File: config.mk
export PLATFORM = sky130hd
export DESIGN_NAME = drs_sequencer
export DESIGN_NICKNAME = d
export VERILOG_FILES = /design/src/logic/README_unused.sv /design/src/logic/drs_pkg.sv /design/src/logic/drs_fifo.sv /design/src/logic/drs_sequencer.sv
export SDC_FILE = /design/constraint.sdc
export NUM_CORES = 1
export LEC_CHECK = 0
export BUFFER_PORTS_ARGS = -buffer_cell sky130_fd_sc_hd__buf_2
export CORE_MARGIN = 8
export CORE_UTILIZATION = 50
export CTS_BUF_LIST = sky130_fd_sc_hd__clkbuf_16
export CTS_CLUSTER_SIZE = 12
export DETAILED_ROUTE_END_ITERATION = 10
export PLACE_DENSITY_LB_ADDON = 0.1
export SYNTH_ARGS = -nofsm -noshare
export SYNTH_HDL_FRONTEND = slang
export SYNTH_SLANG_ARGS = --single-unit
File: constraint.sdc
create_clock -name i_clk_sys -period 7.1 [get_ports i_clk_sys]
set_input_delay 0.71 -clock i_clk_sys [delete_from_list [all_inputs] [get_ports i_clk_sys]]
set_output_delay 0.71 -clock i_clk_sys [all_outputs]
set_load 0.01 [all_outputs]
File: src/logic/README_unused.sv
`default_nettype none
`default_nettype wire

File: src/logic/drs_pkg.sv
`default_nettype none
package drs_pkg;
  // System clock period and the refresh interval, in nanoseconds.
  localparam int CLK_PERIOD_NS = 10;
  localparam int REFRESH_PERIOD_NS = 9600;
  // Refresh interval in clock cycles; the interval is a period, so it is rounded down.
  localparam int REFRESH_CYCLES = REFRESH_PERIOD_NS / CLK_PERIOD_NS;
  localparam int REF_TIMER_W = 10;
  localparam logic [REF_TIMER_W-1:0] REF_TIMER_LAST = REF_TIMER_W'(REFRESH_CYCLES - 1);
  localparam logic [REF_TIMER_W-1:0] REF_TIMER_RST = 10'h000;

  // Positions of the 4-bit sequence counter inside each sequence.
  localparam logic [3:0] CNT_RST = 4'h0;
  localparam logic [3:0] PRECHG_LAST = 4'h1;
  localparam logic [3:0] RD_WORD0 = 4'h2;
  localparam logic [3:0] RF_ACK = 4'h5;
  localparam logic [3:0] RF_LAST = 4'h8;
  localparam logic [3:0] WR_ACK = 4'h1;
  localparam logic [3:0] WR_CAS = 4'h3;
  localparam logic [3:0] PW_ACK = 4'h0;
  localparam logic [3:0] PW_CAS = 4'h1;
  localparam logic [3:0] REF_CAS_ON = 4'h2;
  localparam logic [3:0] REF_CAS_OFF = 4'h6;
  localparam logic [3:0] REF_RAS_ON = 4'h3;
  localparam logic [3:0] REF_RAS_OFF = 4'h7;
  localparam logic [3:0] REF_LAST = 4'h9;

  // Cycles during which bus requests are ignored after an access ends.
  localparam logic [1:0] BUS_BLANK = 2'h2;
  localparam logic [1:0] BLANK_RST = 2'h0;

  // Read data path and its buffer.
  localparam int DATA_W = 32;
  localparam int FIFO_DEPTH = 32;
  localparam int FIFO_CNT_W = 6;
  // A read starts only while the buffer has room for four words and one in flight.
  localparam logic [FIFO_CNT_W-1:0] FIFO_START_MAX = 6'h1B;

  // Synchronised request bits: rd, wr, burst, space bit, near hint, bank (2).
  localparam int REQ_W = 7;
  localparam logic [REQ_W-1:0] REQ_RST = 7'h00;
  localparam logic [DATA_W-1:0] DATA_RST = 32'h0000_0000;

  typedef enum logic [2:0] {
    DRS_IDLE,
    DRS_IDLE_RAS,
    DRS_PRECHG,
    DRS_READ,
    DRS_REFILL,
    DRS_WRITE,
    DRS_PWRITE,
    DRS_REFRESH
  } drs_state_t;
endpackage
`default_nettype wire

File: src/logic/drs_fifo.sv
`timescale 1ns/1ps
`default_nettype none
module drs_fifo #(
  parameter int W = 32,
  parameter int DEPTH = 32,
  parameter int CW = 6
) (
  input wire logic i_clk_sys,
  input wire logic i_rst,
  input wire logic i_valid,
  output logic o_ready,
  input wire logic [W-1:0] i_data,
  output logic o_valid,
  input wire logic i_ready,
  output logic [W-1:0] o_data,
  output logic [CW-1:0] o_count
);
  localparam int AW = $clog2(DEPTH);
  localparam logic [AW-1:0] PTR_LAST = AW'(DEPTH - 1);
  localparam logic [CW-1:0] CNT_FULL = CW'(DEPTH);

  logic [W-1:0] mem_r [DEPTH];
  logic [AW-1:0] wr_ptr_r;
  logic [AW-1:0] rd_ptr_r;
  logic [CW-1:0] count_r;
  logic push;
  logic pop;

  // Full and empty come straight from the occupancy count.
  assign o_ready = (count_r != CNT_FULL);
  assign o_valid = (count_r != '0);
  assign push = i_valid && o_ready;
  assign pop = o_valid && i_ready;
  assign o_data = mem_r[rd_ptr_r];
  assign o_count = count_r;

  // Storage is written only on an accepted push.
  always_ff @(posedge i_clk_sys) begin
    if (push) begin
      mem_r[wr_ptr_r] <= i_data;
    end
  end

  // Pointers wrap at the configured depth.
  always_ff @(posedge i_clk_sys or posedge i_rst) begin
    if (i_rst) begin
      wr_ptr_r <= '0;
      rd_ptr_r <= '0;
    end else begin
      if (push) begin
        wr_ptr_r <= (wr_ptr_r == PTR_LAST) ? '0 : wr_ptr_r + 1'b1;
      end
      if (pop) begin
        rd_ptr_r <= (rd_ptr_r == PTR_LAST) ? '0 : rd_ptr_r + 1'b1;
      end
    end
  end

  // Occupancy tracks simultaneous push and pop.
  always_ff @(posedge i_clk_sys or posedge i_rst) begin
    if (i_rst) begin
      count_r <= '0;
    end else if (push && !pop) begin
      count_r <= count_r + 1'b1;
    end else if (pop && !push) begin
      count_r <= count_r - 1'b1;
    end
  end
endmodule
`default_nettype wire

File: src/logic/drs_sequencer.sv
`timescale 1ns/1ps
`default_nettype none
module drs_sequencer
  import drs_pkg::*;
(
  input wire logic i_clk_sys,
  input wire logic i_rst,
  input wire logic i_rd,
  input wire logic i_wr,
  input wire logic i_burst,
  input wire logic i_dram_space_select_bit,
  input wire logic i_near_write_hint,
  input wire logic [1:0] i_bank_sel,
  input wire logic [DATA_W-1:0] i_dram_data,
  input wire logic i_cpu_ready,
  output logic o_cpu_valid,
  output logic [DATA_W-1:0] o_cpu_data,
  output logic o_cycle_in_progress,
  output logic o_mem_ack,
  output logic o_read_data_enable_out,
  output logic o_data_latch_enable,
  output logic [3:0] o_ras,
  output logic [3:0] o_cas,
  output logic o_page_open_flag,
  output logic o_refresh_ack,
  output logic o_reset_in_progress
);
  drs_state_t state_r;
  drs_state_t state_nxt;
  drs_state_t pend_r;
  logic [3:0] cnt_r;
  logic count_gate;
  logic [REQ_W-1:0] req_s1_r;
  logic [REQ_W-1:0] req_s2_r;
  logic [DATA_W-1:0] data_s1_r;
  logic [DATA_W-1:0] data_s2_r;
  logic le_d1_r;
  logic le_d2_r;
  logic [1:0] bank_r;
  logic [1:0] blank_r;
  logic page_open_r;
  logic ref_ack_r;
  logic rip_r;
  logic [REF_TIMER_W-1:0] ref_timer_r;
  logic ref_pulse;
  logic rd;
  logic wr;
  logic burst;
  logic space_hi;
  logic near;
  logic fifo_room;
  logic fifo_ready;
  logic [FIFO_CNT_W-1:0] fifo_count;
  logic seq_end;
  logic refill_word;

  // Bus pins come from the processor's pads, so each passes two flops first.
  always_ff @(posedge i_clk_sys or posedge i_rst) begin
    if (i_rst) begin
      req_s1_r <= REQ_RST;
      req_s2_r <= REQ_RST;
    end else begin
      req_s1_r <= {i_rd, i_wr, i_burst, i_dram_space_select_bit, i_near_write_hint, i_bank_sel};
      req_s2_r <= req_s1_r;
    end
  end

  assign rd = req_s2_r[6];
  assign wr = req_s2_r[5];
  assign burst = req_s2_r[4];
  assign space_hi = req_s2_r[3];
  assign near = req_s2_r[2];

  // Read data is synchronised the same way; the latch strobe is delayed to match.
  always_ff @(posedge i_clk_sys or posedge i_rst) begin
    if (i_rst) begin
      data_s1_r <= DATA_RST;
      data_s2_r <= DATA_RST;
      le_d1_r <= 1'b0;
      le_d2_r <= 1'b0;
    end else begin
      data_s1_r <= i_dram_data;
      data_s2_r <= data_s1_r;
      le_d1_r <= o_data_latch_enable;
      le_d2_r <= le_d1_r;
    end
  end

  // A read is not started unless the buffer can absorb every word it brings.
  assign fifo_room = (fifo_count <= FIFO_START_MAX);

  drs_fifo #(
    .W(DATA_W),
    .DEPTH(FIFO_DEPTH),
    .CW(FIFO_CNT_W)
  ) u_fifo (
    .i_clk_sys(i_clk_sys),
    .i_rst(i_rst),
    .i_valid(le_d2_r),
    .o_ready(fifo_ready),
    .i_data(data_s2_r),
    .o_valid(o_cpu_valid),
    .i_ready(i_cpu_ready),
    .o_data(o_cpu_data),
    .o_count(fifo_count)
  );

  // Refresh timer; it is held at zero while a refresh is owed or reset is in progress.
  always_ff @(posedge i_clk_sys or posedge i_rst) begin
    if (i_rst) begin
      ref_timer_r <= REF_TIMER_RST;
    end else if (ref_ack_r || rip_r) begin
      ref_timer_r <= REF_TIMER_RST;
    end else if (ref_pulse) begin
      ref_timer_r <= REF_TIMER_RST;
    end else begin
      ref_timer_r <= ref_timer_r + 1'b1;
    end
  end

  assign ref_pulse = (ref_timer_r == REF_TIMER_LAST) && !ref_ack_r && !rip_r;

  // Word strobes of a refill fall on every even count from the first word on.
  assign refill_word = (cnt_r >= RD_WORD0) && (cnt_r <= RF_LAST) && !cnt_r[0];

  // Last cycle of each timed sequence.
  always_comb begin
    case (state_r)
      DRS_READ: seq_end = (cnt_r == RD_WORD0);
      DRS_REFILL: seq_end = (cnt_r == RF_LAST);
      DRS_WRITE: seq_end = (cnt_r == WR_CAS);
      DRS_PWRITE: seq_end = (cnt_r == PW_CAS);
      DRS_REFRESH: seq_end = (cnt_r == REF_LAST);
      DRS_PRECHG: seq_end = (cnt_r == PRECHG_LAST);
      default: seq_end = 1'b0;
    endcase
  end

  // Next state; an owed refresh beats any bus request once the bus is free.
  always_comb begin
    state_nxt = state_r;
    case (state_r)
      DRS_IDLE: begin
        if (rip_r || ref_ack_r) begin
          state_nxt = DRS_REFRESH;
        end else if (blank_r == BLANK_RST && !space_hi) begin
          if (rd && fifo_room) begin
            state_nxt = burst ? DRS_REFILL : DRS_READ;
          end else if (wr) begin
            state_nxt = DRS_WRITE;
          end
        end
      end
      DRS_IDLE_RAS: begin
        if (ref_ack_r) begin
          state_nxt = DRS_REFRESH;
        end else if (blank_r == BLANK_RST && (rd || wr)) begin
          if (space_hi) begin
            state_nxt = DRS_IDLE;
          end else if (wr && near) begin
            state_nxt = DRS_PWRITE;
          end else if (wr || fifo_room) begin
            state_nxt = DRS_PRECHG;
          end
        end
      end
      DRS_PRECHG: begin
        if (seq_end) begin
          state_nxt = pend_r;
        end
      end
      DRS_WRITE, DRS_PWRITE: begin
        if (seq_end) begin
          state_nxt = DRS_IDLE_RAS;
        end
      end
      DRS_READ, DRS_REFILL, DRS_REFRESH: begin
        if (seq_end) begin
          state_nxt = DRS_IDLE;
        end
      end
      default: state_nxt = DRS_IDLE;
    endcase
  end

  // State register; reset forces the idle state.
  always_ff @(posedge i_clk_sys or posedge i_rst) begin
    if (i_rst) begin
      state_r <= DRS_IDLE;
    end else begin
      state_r <= state_nxt;
    end
  end

  // The access type behind a precharge is held until the precharge completes.
  always_ff @(posedge i_clk_sys or posedge i_rst) begin
    if (i_rst) begin
      pend_r <= DRS_READ;
    end else if (state_r == DRS_IDLE_RAS && state_nxt == DRS_PRECHG) begin
      pend_r <= wr ? DRS_WRITE : (burst ? DRS_REFILL : DRS_READ);
    end
  end

  // Row bank is captured while idle or as a held row is given up for precharge.
  // A held row must never wander to another bank while its strobe stays asserted.
  always_ff @(posedge i_clk_sys or posedge i_rst) begin
    if (i_rst) begin
      bank_r <= 2'h0;
    end else if (state_r == DRS_IDLE || state_nxt == DRS_PRECHG) begin
      bank_r <= req_s2_r[1:0];
    end
  end

  // Sequence counter runs only inside a sequence and restarts on every entry.
  assign count_gate = (state_nxt == state_r) && (state_r != DRS_IDLE)
                      && (state_r != DRS_IDLE_RAS);

  always_ff @(posedge i_clk_sys or posedge i_rst) begin
    if (i_rst) begin
      cnt_r <= CNT_RST;
    end else if (count_gate) begin
      cnt_r <= cnt_r + 1'b1;
    end else begin
      cnt_r <= CNT_RST;
    end
  end

  // Synchronised request lines lag the processor by two cycles, so a request
  // still visible just after an access ended must not start a second one.
  always_ff @(posedge i_clk_sys or posedge i_rst) begin
    if (i_rst) begin
      blank_r <= BLANK_RST;
    end else if (seq_end && state_r != DRS_PRECHG) begin
      blank_r <= BUS_BLANK;
    end else if (blank_r != BLANK_RST) begin
      blank_r <= blank_r - 1'b1;
    end
  end

  // Page flag: set by a finished write, kept through precharge, cleared when
  // the delayed read or a refresh ends, or an outside access closes the row.
  always_ff @(posedge i_clk_sys or posedge i_rst) begin
    if (i_rst) begin
      page_open_r <= 1'b0;
    end else if (state_nxt == DRS_IDLE) begin
      page_open_r <= 1'b0;
    end else if (state_nxt == DRS_IDLE_RAS) begin
      page_open_r <= 1'b1;
    end
  end

  // Refresh acknowledge rises on the edge after the request and holds until
  // the refresh is done; a new request cannot collide since the timer is halted.
  always_ff @(posedge i_clk_sys or posedge i_rst) begin
    if (i_rst) begin
      ref_ack_r <= 1'b0;
    end else if (ref_pulse) begin
      ref_ack_r <= 1'b1;
    end else if (state_r == DRS_REFRESH && seq_end) begin
      ref_ack_r <= 1'b0;
    end
  end

  // Reset flag is raised by reset itself and dropped after the first refresh.
  always_ff @(posedge i_clk_sys or posedge i_rst) begin
    if (i_rst) begin
      rip_r <= 1'b1;
    end else if (state_r == DRS_REFRESH && seq_end) begin
      rip_r <= 1'b0;
    end
  end

  // Strobe decode from state and count; a precharge shows no row strobe at all.
  always_comb begin
    o_cycle_in_progress = 1'b0;
    o_mem_ack = 1'b0;
    o_read_data_enable_out = 1'b0;
    o_data_latch_enable = 1'b0;
    o_ras = 4'h0;
    o_cas = 4'h0;
    case (state_r)
      DRS_IDLE: o_ras = 4'h0;
      DRS_IDLE_RAS: o_ras = 4'h1 << bank_r;
      DRS_PRECHG: o_cycle_in_progress = 1'b1;
      DRS_READ: begin
        o_cycle_in_progress = 1'b1;
        o_ras = 4'h1 << bank_r;
        if (cnt_r == RD_WORD0) begin
          o_cas = 4'hF;
          o_read_data_enable_out = 1'b1;
          o_data_latch_enable = 1'b1;
          o_mem_ack = 1'b1;
        end
      end
      DRS_REFILL: begin
        o_cycle_in_progress = 1'b1;
        o_ras = 4'h1 << bank_r;
        o_cas = refill_word ? 4'hF : 4'h0;
        o_read_data_enable_out = refill_word;
        o_data_latch_enable = refill_word;
        o_mem_ack = (cnt_r == RF_ACK);
      end
      DRS_WRITE: begin
        o_cycle_in_progress = 1'b1;
        o_ras = 4'h1 << bank_r;
        o_mem_ack = (cnt_r == WR_ACK);
        o_cas = (cnt_r == WR_CAS) ? 4'hF : 4'h0;
      end
      DRS_PWRITE: begin
        o_cycle_in_progress = 1'b1;
        o_ras = 4'h1 << bank_r;
        o_mem_ack = (cnt_r == PW_ACK);
        o_cas = (cnt_r == PW_CAS) ? 4'hF : 4'h0;
      end
      DRS_REFRESH: begin
        // Counts 0 to 2 leave the rows low, which doubles as row precharge.
        o_cas = (cnt_r >= REF_CAS_ON && cnt_r <= REF_CAS_OFF) ? 4'hF : 4'h0;
        o_ras = (cnt_r >= REF_RAS_ON && cnt_r <= REF_RAS_OFF) ? 4'hF : 4'h0;
      end
      default: o_ras = 4'h0;
    endcase
  end

  assign o_page_open_flag = page_open_r;
  assign o_refresh_ack = ref_ack_r;
  assign o_reset_in_progress = rip_r;

  a_ref_ack_next: assert property (@(posedge i_clk_sys) disable iff (i_rst)
    ref_pulse |=> (o_refresh_ack && ref_timer_r == REF_TIMER_RST)[*2])
    else $error("Refresh acknowledge missed the edge after the request.");

  a_refresh_first: assert property (@(posedge i_clk_sys) disable iff (i_rst)
    (ref_ack_r && (state_r == DRS_IDLE || state_r == DRS_IDLE_RAS)) |=> state_r == DRS_REFRESH)
    else $error("A pending refresh was not the next operation.");

  a_refresh_ten: assert property (@(posedge i_clk_sys) disable iff (i_rst)
    $rose(state_r == DRS_REFRESH) |-> (state_r == DRS_REFRESH)[*8]
      ##1 (state_r == DRS_REFRESH) ##1 (state_r == DRS_REFRESH) ##1 (state_r != DRS_REFRESH))
    else $error("Refresh did not last ten cycles.");

  a_cbr_order: assert property (@(posedge i_clk_sys) disable iff (i_rst)
    (state_r == DRS_REFRESH && $rose(o_cas == 4'hF)) |-> (o_ras == 4'h0) ##1 (o_ras == 4'hF))
    else $error("Row strobes did not follow column strobes by one clock.");

  a_read_timing: assert property (@(posedge i_clk_sys) disable iff (i_rst)
    $rose(state_r == DRS_READ) |-> (o_ras != 4'h0) && o_cycle_in_progress
      ##2 (o_cas == 4'hF) && o_mem_ack && o_read_data_enable_out)
    else $error("Single read strobes not two clocks after row strobe.");

  a_refill_words: assert property (@(posedge i_clk_sys) disable iff (i_rst)
    $rose(state_r == DRS_REFILL) |-> ##2 o_read_data_enable_out ##1 !o_read_data_enable_out
      ##1 o_read_data_enable_out ##1 !o_read_data_enable_out ##1 o_read_data_enable_out
      ##1 !o_read_data_enable_out ##1 o_read_data_enable_out ##1 (state_r == DRS_IDLE))
    else $error("Refill words not paced at one per two clocks.");

  a_refill_ack: assert property (@(posedge i_clk_sys) disable iff (i_rst)
    $rose(state_r == DRS_REFILL) |-> !o_mem_ack[*5] ##1 o_mem_ack ##1 !o_mem_ack)
    else $error("Refill acknowledge not between second and third words.");

  a_refill_row: assert property (@(posedge i_clk_sys) disable iff (i_rst)
    (state_r == DRS_REFILL) |-> (o_ras != 4'h0) && (o_data_latch_enable == o_read_data_enable_out))
    else $error("Row strobe dropped or latch enable mismatched during refill.");

  a_precharge_two: assert property (@(posedge i_clk_sys) disable iff (i_rst)
    $rose(state_r == DRS_PRECHG) |-> (o_ras == 4'h0 && o_page_open_flag)[*2]
      ##1 (o_ras != 4'h0))
    else $error("Delayed access precharge was not two clocks.");

  a_cip_bound: assert property (@(posedge i_clk_sys) disable iff (i_rst)
    $rose(o_cycle_in_progress) |-> ##[1:14] !o_cycle_in_progress)
    else $error("Cycle in progress held beyond fourteen clocks.");

  a_delayed_clear: assert property (@(posedge i_clk_sys) disable iff (i_rst)
    (seq_end && (state_r == DRS_READ || state_r == DRS_REFILL))
      |=> !o_page_open_flag && !o_cycle_in_progress && state_r == DRS_IDLE)
    else $error("Read end did not clear page flag and cycle.");

  a_idle_quiet: assert property (@(posedge i_clk_sys) disable iff (i_rst)
    (state_r == DRS_IDLE) |-> (cnt_r == CNT_RST) && (o_ras == 4'h0) && (o_cas == 4'h0)
      && !o_mem_ack && !o_cycle_in_progress)
    else $error("Idle state drove outputs or ran the counter.");

  a_rip_clear: assert property (@(posedge i_clk_sys) disable iff (i_rst)
    $fell(o_reset_in_progress) |-> (state_r == DRS_IDLE) && $past(state_r) == DRS_REFRESH)
    else $error("Reset flag cleared without a completed refresh.");

  a_outside_drop: assert property (@(posedge i_clk_sys) disable iff (i_rst)
    (state_r == DRS_IDLE_RAS && !ref_ack_r && blank_r == BLANK_RST && (rd || wr) && space_hi)
      |=> (o_ras == 4'h0) && (state_r == DRS_IDLE))
    else $error("Outside access did not close the held row.");

  a_fifo_no_overflow: assert property (@(posedge i_clk_sys) disable iff (i_rst)
    le_d2_r |-> fifo_ready)
    else $error("Read word arrived with the buffer full.");

  c_refill: cover property (@(posedge i_clk_sys) disable iff (i_rst)
    $rose(state_r == DRS_REFILL));
  c_delayed_refill: cover property (@(posedge i_clk_sys) disable iff (i_rst)
    state_r == DRS_PRECHG && pend_r == DRS_REFILL ##2 state_r == DRS_REFILL);
  c_page_write: cover property (@(posedge i_clk_sys) disable iff (i_rst)
    $rose(state_r == DRS_PWRITE));
  c_refresh_held: cover property (@(posedge i_clk_sys) disable iff (i_rst)
    ref_ack_r && o_cycle_in_progress ##[1:14] state_r == DRS_REFRESH);
endmodule
`default_nettype wire

==> flow_metrics.tcl, run 1 <==
set metrics [dict create \
    routabilityCongestion 0.773 \
    clkTransAtPathRegs_ns 0.06 \
    fin_nets 2101 \
    clkLatencyLatePin_ns 0.68 \
    path_max_fanout 88 \
    maxCapViolCount 0 \
    grt_util_met3_pct 4.04 \
    vias 20100 \
    setup_tns_ns 0 \
    cts-root-buf "clkbuf_16" \
    cp_top_family "multiplexers" \
    grt.overflow.total 0 \
    outcome "finished, final reports clean" \
    cpMaxStageDelayCell "dfrtp_4" \
    instances_no_fill 3296 \
    slowest_delay_ns 1.02 \
    synth_edf_count 1024 \
    ys.flop_type "edfxtp_1" \
    slew_headroom_pct 33.8 \
    pre_cts_slack_ns 2.91 \
    avgRoutedWirePerCell_um 31.1 \
    io-pin-count 90 \
    grt_max_degree 135 \
    cp.required_ns 6.39 \
    die_y_um 312 \
    final_cell_area_mm2 0.0493 \
    die_x_um 312 \
    postCtsSetupBuffers 0 \
    met2_usage_pct 33.4 \
    synthesis.area_mm2 0.0437 \
    synth_area_leaders "edfxtp_1, mux4_2, dfrtp_1" \
    cts.sinks 1147 \
    clock_skew_ns 0.0292 \
    p_leak_uw 0.0161 \
    setup-violations-final 0 \
    crit_top_cell "mux4_2" \
    num_antenna_cells 0 \
    hold_viol 0 \
    first_pass_iters 5 \
    area_delta_synth_final_pct 12.8 \
    ant_nets 0 \
    endpoint_kind "output pin" \
    fin_crit_ns 4.81 \
    synth_cell_type_count 67 \
    synth_common_cells "edfxtp_1, mux4_2, dfrtp_1, nor2_1, clkbuf_1" \
    async_flop_share_pct 10.7 \
    post_dp_cell_area_mm2 0.0457 \
    cts_tree "built" \
    hold_class "in2async" \
    synth-warning-count 0 \
    drive_gt1_share_pct 31.7 \
    rsz0062_at_grt "no" \
    synth_most_common_cell "edfxtp_1" \
    vias_per_cell 6.09 \
    finalCritPeriodShare_pct 67.7 \
    worst_slack_ns 2.29 \
    grt_first_pass_wirelength_mm 149 \
    syn_nets 1945 \
    ys_seq_elements 1147 \
    dp_hpwl_mm 51.7 \
    fillerInstances 6362 \
    syn_avg_cell_area_um2 23.2 \
    start_util_pct 50.4 \
    rows 108 \
    critPathBufInv 2 \
    tightest_slew_ns 0.993 \
    grt_pass1_vias 21000 \
    finish.utilization_pct 56.9 \
    post-place-cells 3077 \
    grt_usage_pct 21.1 \
    holdBufCountCts 0 \
    gr-max-usage-layer "met2" \
    p_per_area_mw_per_mm2 350 \
    fp.coreArea_mm2 0.0866 \
    portBuffers 89 \
    synthDominantCellAreaShare_pct 70.4 \
    irDropWorstVdd_uv 302 \
    cts_max_level 3 \
    antenna_found_initial 4 \
    drc_errors 0 \
    ctsLongestPathBuffers 3 \
    cts_buffers 117 \
    drt_iter0_drc 2087 \
    fmax_mhz 208 \
    yosys.area.top_type "edfxtp_1" \
    use_met1_pct 30.6 \
    critPathLaunchType "flip-flop" \
    ys_seq_area_share_pct 77.5 \
    drv_slew 0 \
    fp.dieArea_mm2 0.0971 \
    synth_cells 1885 \
    cts_resized 0 \
    crit_type "reg2out" \
    path_cells "buf_12 -> mux4_2 -> mux4_2 -> mux2_2 -> buf_2" \
    routed_wirelength_mm 103 \
    arrival_ns 4.10 \
]
## cells in the final DEF, fill, tap and decap left out, types with 32 or more instances in the layout
cell,count
buf_2,89
clkinv_1,35
mux4_2,320
edfxtp_1,1024
nor2_4,32
clkbuf_16,124
buf_4,38
dfrtp_1,115
inv_1,61
mux2_2,36
nor2_1,36
## area by class of cell
type | count | area, um^2 | area share [%]
tap | 1155 | 1450 | 2.93
multi-input combinational | 626 | 9570 | 19.4
clock inverter | 95 | 432 | 0.876
inverter | 18 | 73.8 | 0.150
clock buffer | 124 | 3100 | 6.30
sequential | 1147 | 33900 | 68.7
timing repair buffer | 131 | 811 | 1.65
## layer usage
metal  share of wire [%]  wire (um)
met1                  43      43800
met2                  48      49500
met3                 7.2       7370
met4                 1.8       1820
met5                   0          0
## state kept, by name, indices dropped and copies added (netlist names), 6 cells and up
name            cells
data_s1_r          32
req_s1_r            7
u_fifo.mem_r     1024
ref_timer_r        10
u_fifo.o_count      6
data_s2_r          32
req_s2_r            7
## metrics by stage
| stage | hold WS, ns | total power [uW] |
|---|---|---|
| 2_1_floorplan | 0.331 | 10600 |
| 3_5_place_dp | 0.335 | 11900 |
| 3_3_place_gp | 0.333 | 11900 |
| 5_1_grt | 0.105 | 18000 |
| 4_1_cts | 0.0955 | 17500 |
| 6_report | 0.117 | 17300 |
## logic make-up after synthesis
family | count (synthesis) | synth area share (%)
AOI/OAI and AO/OA | 57 | 0.897
xor gates and xnor gates | 15 | 0.301
adders and majority gates | 18 | 0.533
buffers and inverters | 112 | 1.19
DFF | 1147 | 77.5
muxes | 363 | 17.6
and+or+nand+nor | 173 | 2.02
## power by group
part | total (uW) | internal (uW) | switching (uW)
Sequential | 7940 | 7480 | 455
Combinational | 3750 | 1960 | 1790
Clock | 5580 | 3150 | 2430
## path summary, 6_finish.rpt
check	from	endpoint	slack, ns	cells past startpoint
min	i_rst	data_s1_r[8]	0.12	2
min in group i_clk_sys	i_dram_space_select_bit	req_s1_r[3]	0.14	1
max	u_fifo.rd_ptr_r[0]	o_cpu_data[22]	2.29	5
min reg2reg	data_s1_r[9]	data_s2_r[9]	0.35	0
max in group asynchronous	i_rst	u_fifo.rd_ptr_r[3]	5.45	3
max reg2reg	u_fifo.o_count[0]	u_fifo.o_count[5]	3.57	12
Note: power is estimated with default switching activity, not from simulation.
==> inputs of run 2 (changes only) <==
==> constraint.sdc (replaced) <==
create_clock -name i_clk_sys -period 4.8 [get_ports i_clk_sys]
set_input_delay 0.48 -clock i_clk_sys [delete_from_list [all_inputs] [get_ports i_clk_sys]]
set_output_delay 0.48 -clock i_clk_sys [all_outputs]
set_load 0.01 [all_outputs]
==> flow_metrics.tcl, run 2 (synthesis gave the netlist of run 1 again) <==
set metrics [dict create \
    fillerInstances 6304 \
    r2r_setup_slack_ns 1.39 \
    grt_max_degree 71 \
    drv_slew 0 \
    reg2regPathDepth 13 \
    drc_errors 0 \
    worstHoldEndpoint "data_s2_r[3]" \
    first_pass_iters 5 \
    maxCapViolCount 0 \
    antenna_found_initial 2 \
    ant_nets 0 \
    grt.overflow.total 0 \
    vias 20200 \
    dp_hpwl_mm 56.7 \
    cts.sinks 1147 \
    p_leak_uw 0.0163 \
    fp.coreArea_mm2 0.0866 \
    endpoint_kind "output pin" \
    largest_reg_flops 1024 \
    final_cell_mix "edfxtp_1, mux4_2, clkbuf_16" \
    setup-violations-final 0 \
    start_util_pct 50.4 \
    fin_nets 2157 \
    pre_cts_slack_ns 1.41 \
    fmax_mhz 246 \
    p_per_area_mw_per_mm2 515 \
    r2r-start "u_fifo.o_count[0]" \
    rows 108 \
    cts_tree "built" \
    outcome "finished, final reports clean" \
    fin_crit_ns 4.07 \
    vias_per_cell 6.06 \
    postCtsSetupBuffers 0 \
    startpoint "u_fifo.rd_ptr_r[1]" \
    drive_gt1_share_pct 31.9 \
    clock_skew_ns 0.0192 \
    clkTransAtPathRegs_ns 0.06 \
    irDropWorstVdd_uv 395 \
    grt_first_pass_wirelength_mm 149 \
    grt_usage_pct 21.1 \
    slew_headroom_pct 20.4 \
    avgRoutedWirePerCell_um 30.6 \
    post-place-cells 3093 \
    hold_viol 0 \
    clkLatencyLatePin_ns 0.68 \
    largestRegisters "u_fifo.mem_r x1024, data_s1_r x32, data_s2_r x32" \
    io-pin-count 90 \
    hold_class "reg2reg" \
    cp.required_ns 4.32 \
    setup_tns_ns 0 \
    path_max_fanout 70 \
    worstHoldStart "data_s1_r[3]" \
    rsz0062_at_grt "no" \
    crit_type "reg2out" \
    fp.dieArea_mm2 0.0971 \
    top_register "u_fifo.mem_r" \
    ctsLongestPathBuffers 3 \
    routed_wirelength_mm 102 \
    tightest_slew_ns 1.19 \
    num_antenna_cells 0 \
    hold_slack_ns 0.339 \
    worst_slack_ns 0.732 \
    critPathLaunchType "flip-flop" \
    grt_pass1_vias 21100 \
    reg2reg_to "u_fifo.o_count[5]" \
    portBuffers 89 \
    finalCritPeriodShare_pct 84.7 \
    routabilityCongestion 0.799 \
    layout_commonest_cell "edfxtp_1" \
    min_path_cells 0 \
    cts_max_level 3 \
    drt_iter0_drc 1956 \
    die_y_um 312 \
    die_x_um 312 \
    area_delta_synth_final_pct 14.0 \
    cts-root-buf "clkbuf_16" \
    cts_buffers 117 \
    instances_no_fill 3343 \
    arrival_ns 3.59 \
]
## run 2: metrics by stage
step	utilization [%]	total power [uW]	cell area [um^2]
2_1_floorplan	-	15800	43700
3_3_place_gp	53.1	17700	46000
3_5_place_dp	53.1	17800	46000
4_1_cts	57.5	25900	49800
5_1_grt	57.5	26600	49800
6_report	57.5	25600	49800
## run 2: critical path, stage by stage, from the launching register on
cell and delay (ns):
dfrtp_4 0.92, buf_12 0.45, mux4_2 0.40, mux4_2 0.48, mux2_2 0.34, buf_2 0.16
## run 2: cell type report
type                    instances  area [um^2]  area share (%)
clock buffers                 119         2980            5.98
clock inverters                91          457           0.917
inverters                      18         73.8           0.148
multi-input cells             626         9570            19.2
flip-flops and latches       1147        33900            68.0
well taps                    1155         1450            2.90
repair buffers                187         1420            2.85
## run 2: routing by layer
layer / vias up / share of wire, % / global-route usage (%)
met3: 144 / 6.0 / 4.04
li1: 8362 / - / -
met4: 0 / 2.3 / 5.17
met5: - / 0 / 0
met2: 650 / 49 / 34.1
met1: 11100 / 43 / 29.8
## run 2: worst max-delay path by stage
stage                                 to  slack (ns)  cells after the start
global placement       u_fifo.o_count[5]        1.30                     13
floorplan                      bank_r[0]        1.05                      1
global route              o_cpu_data[18]        0.60                      5
CTS                       o_cpu_data[18]        0.69                      5
detailed placement  u_fifo.mem_r[27][23]        1.41                      7
finish                    o_cpu_data[15]        0.73                      5
## run 2: timing repair
item | in CTS | in global routing
hold buffers | 40 | 0
hold endpoints to repair | 98 | 0
resized for setup | 0 | 0
## run 2: report_power, final
part | internal (uW) | switching [uW]
logic | 3000 | 2740
registers | 11100 | 671
clock network | 4540 | 3600
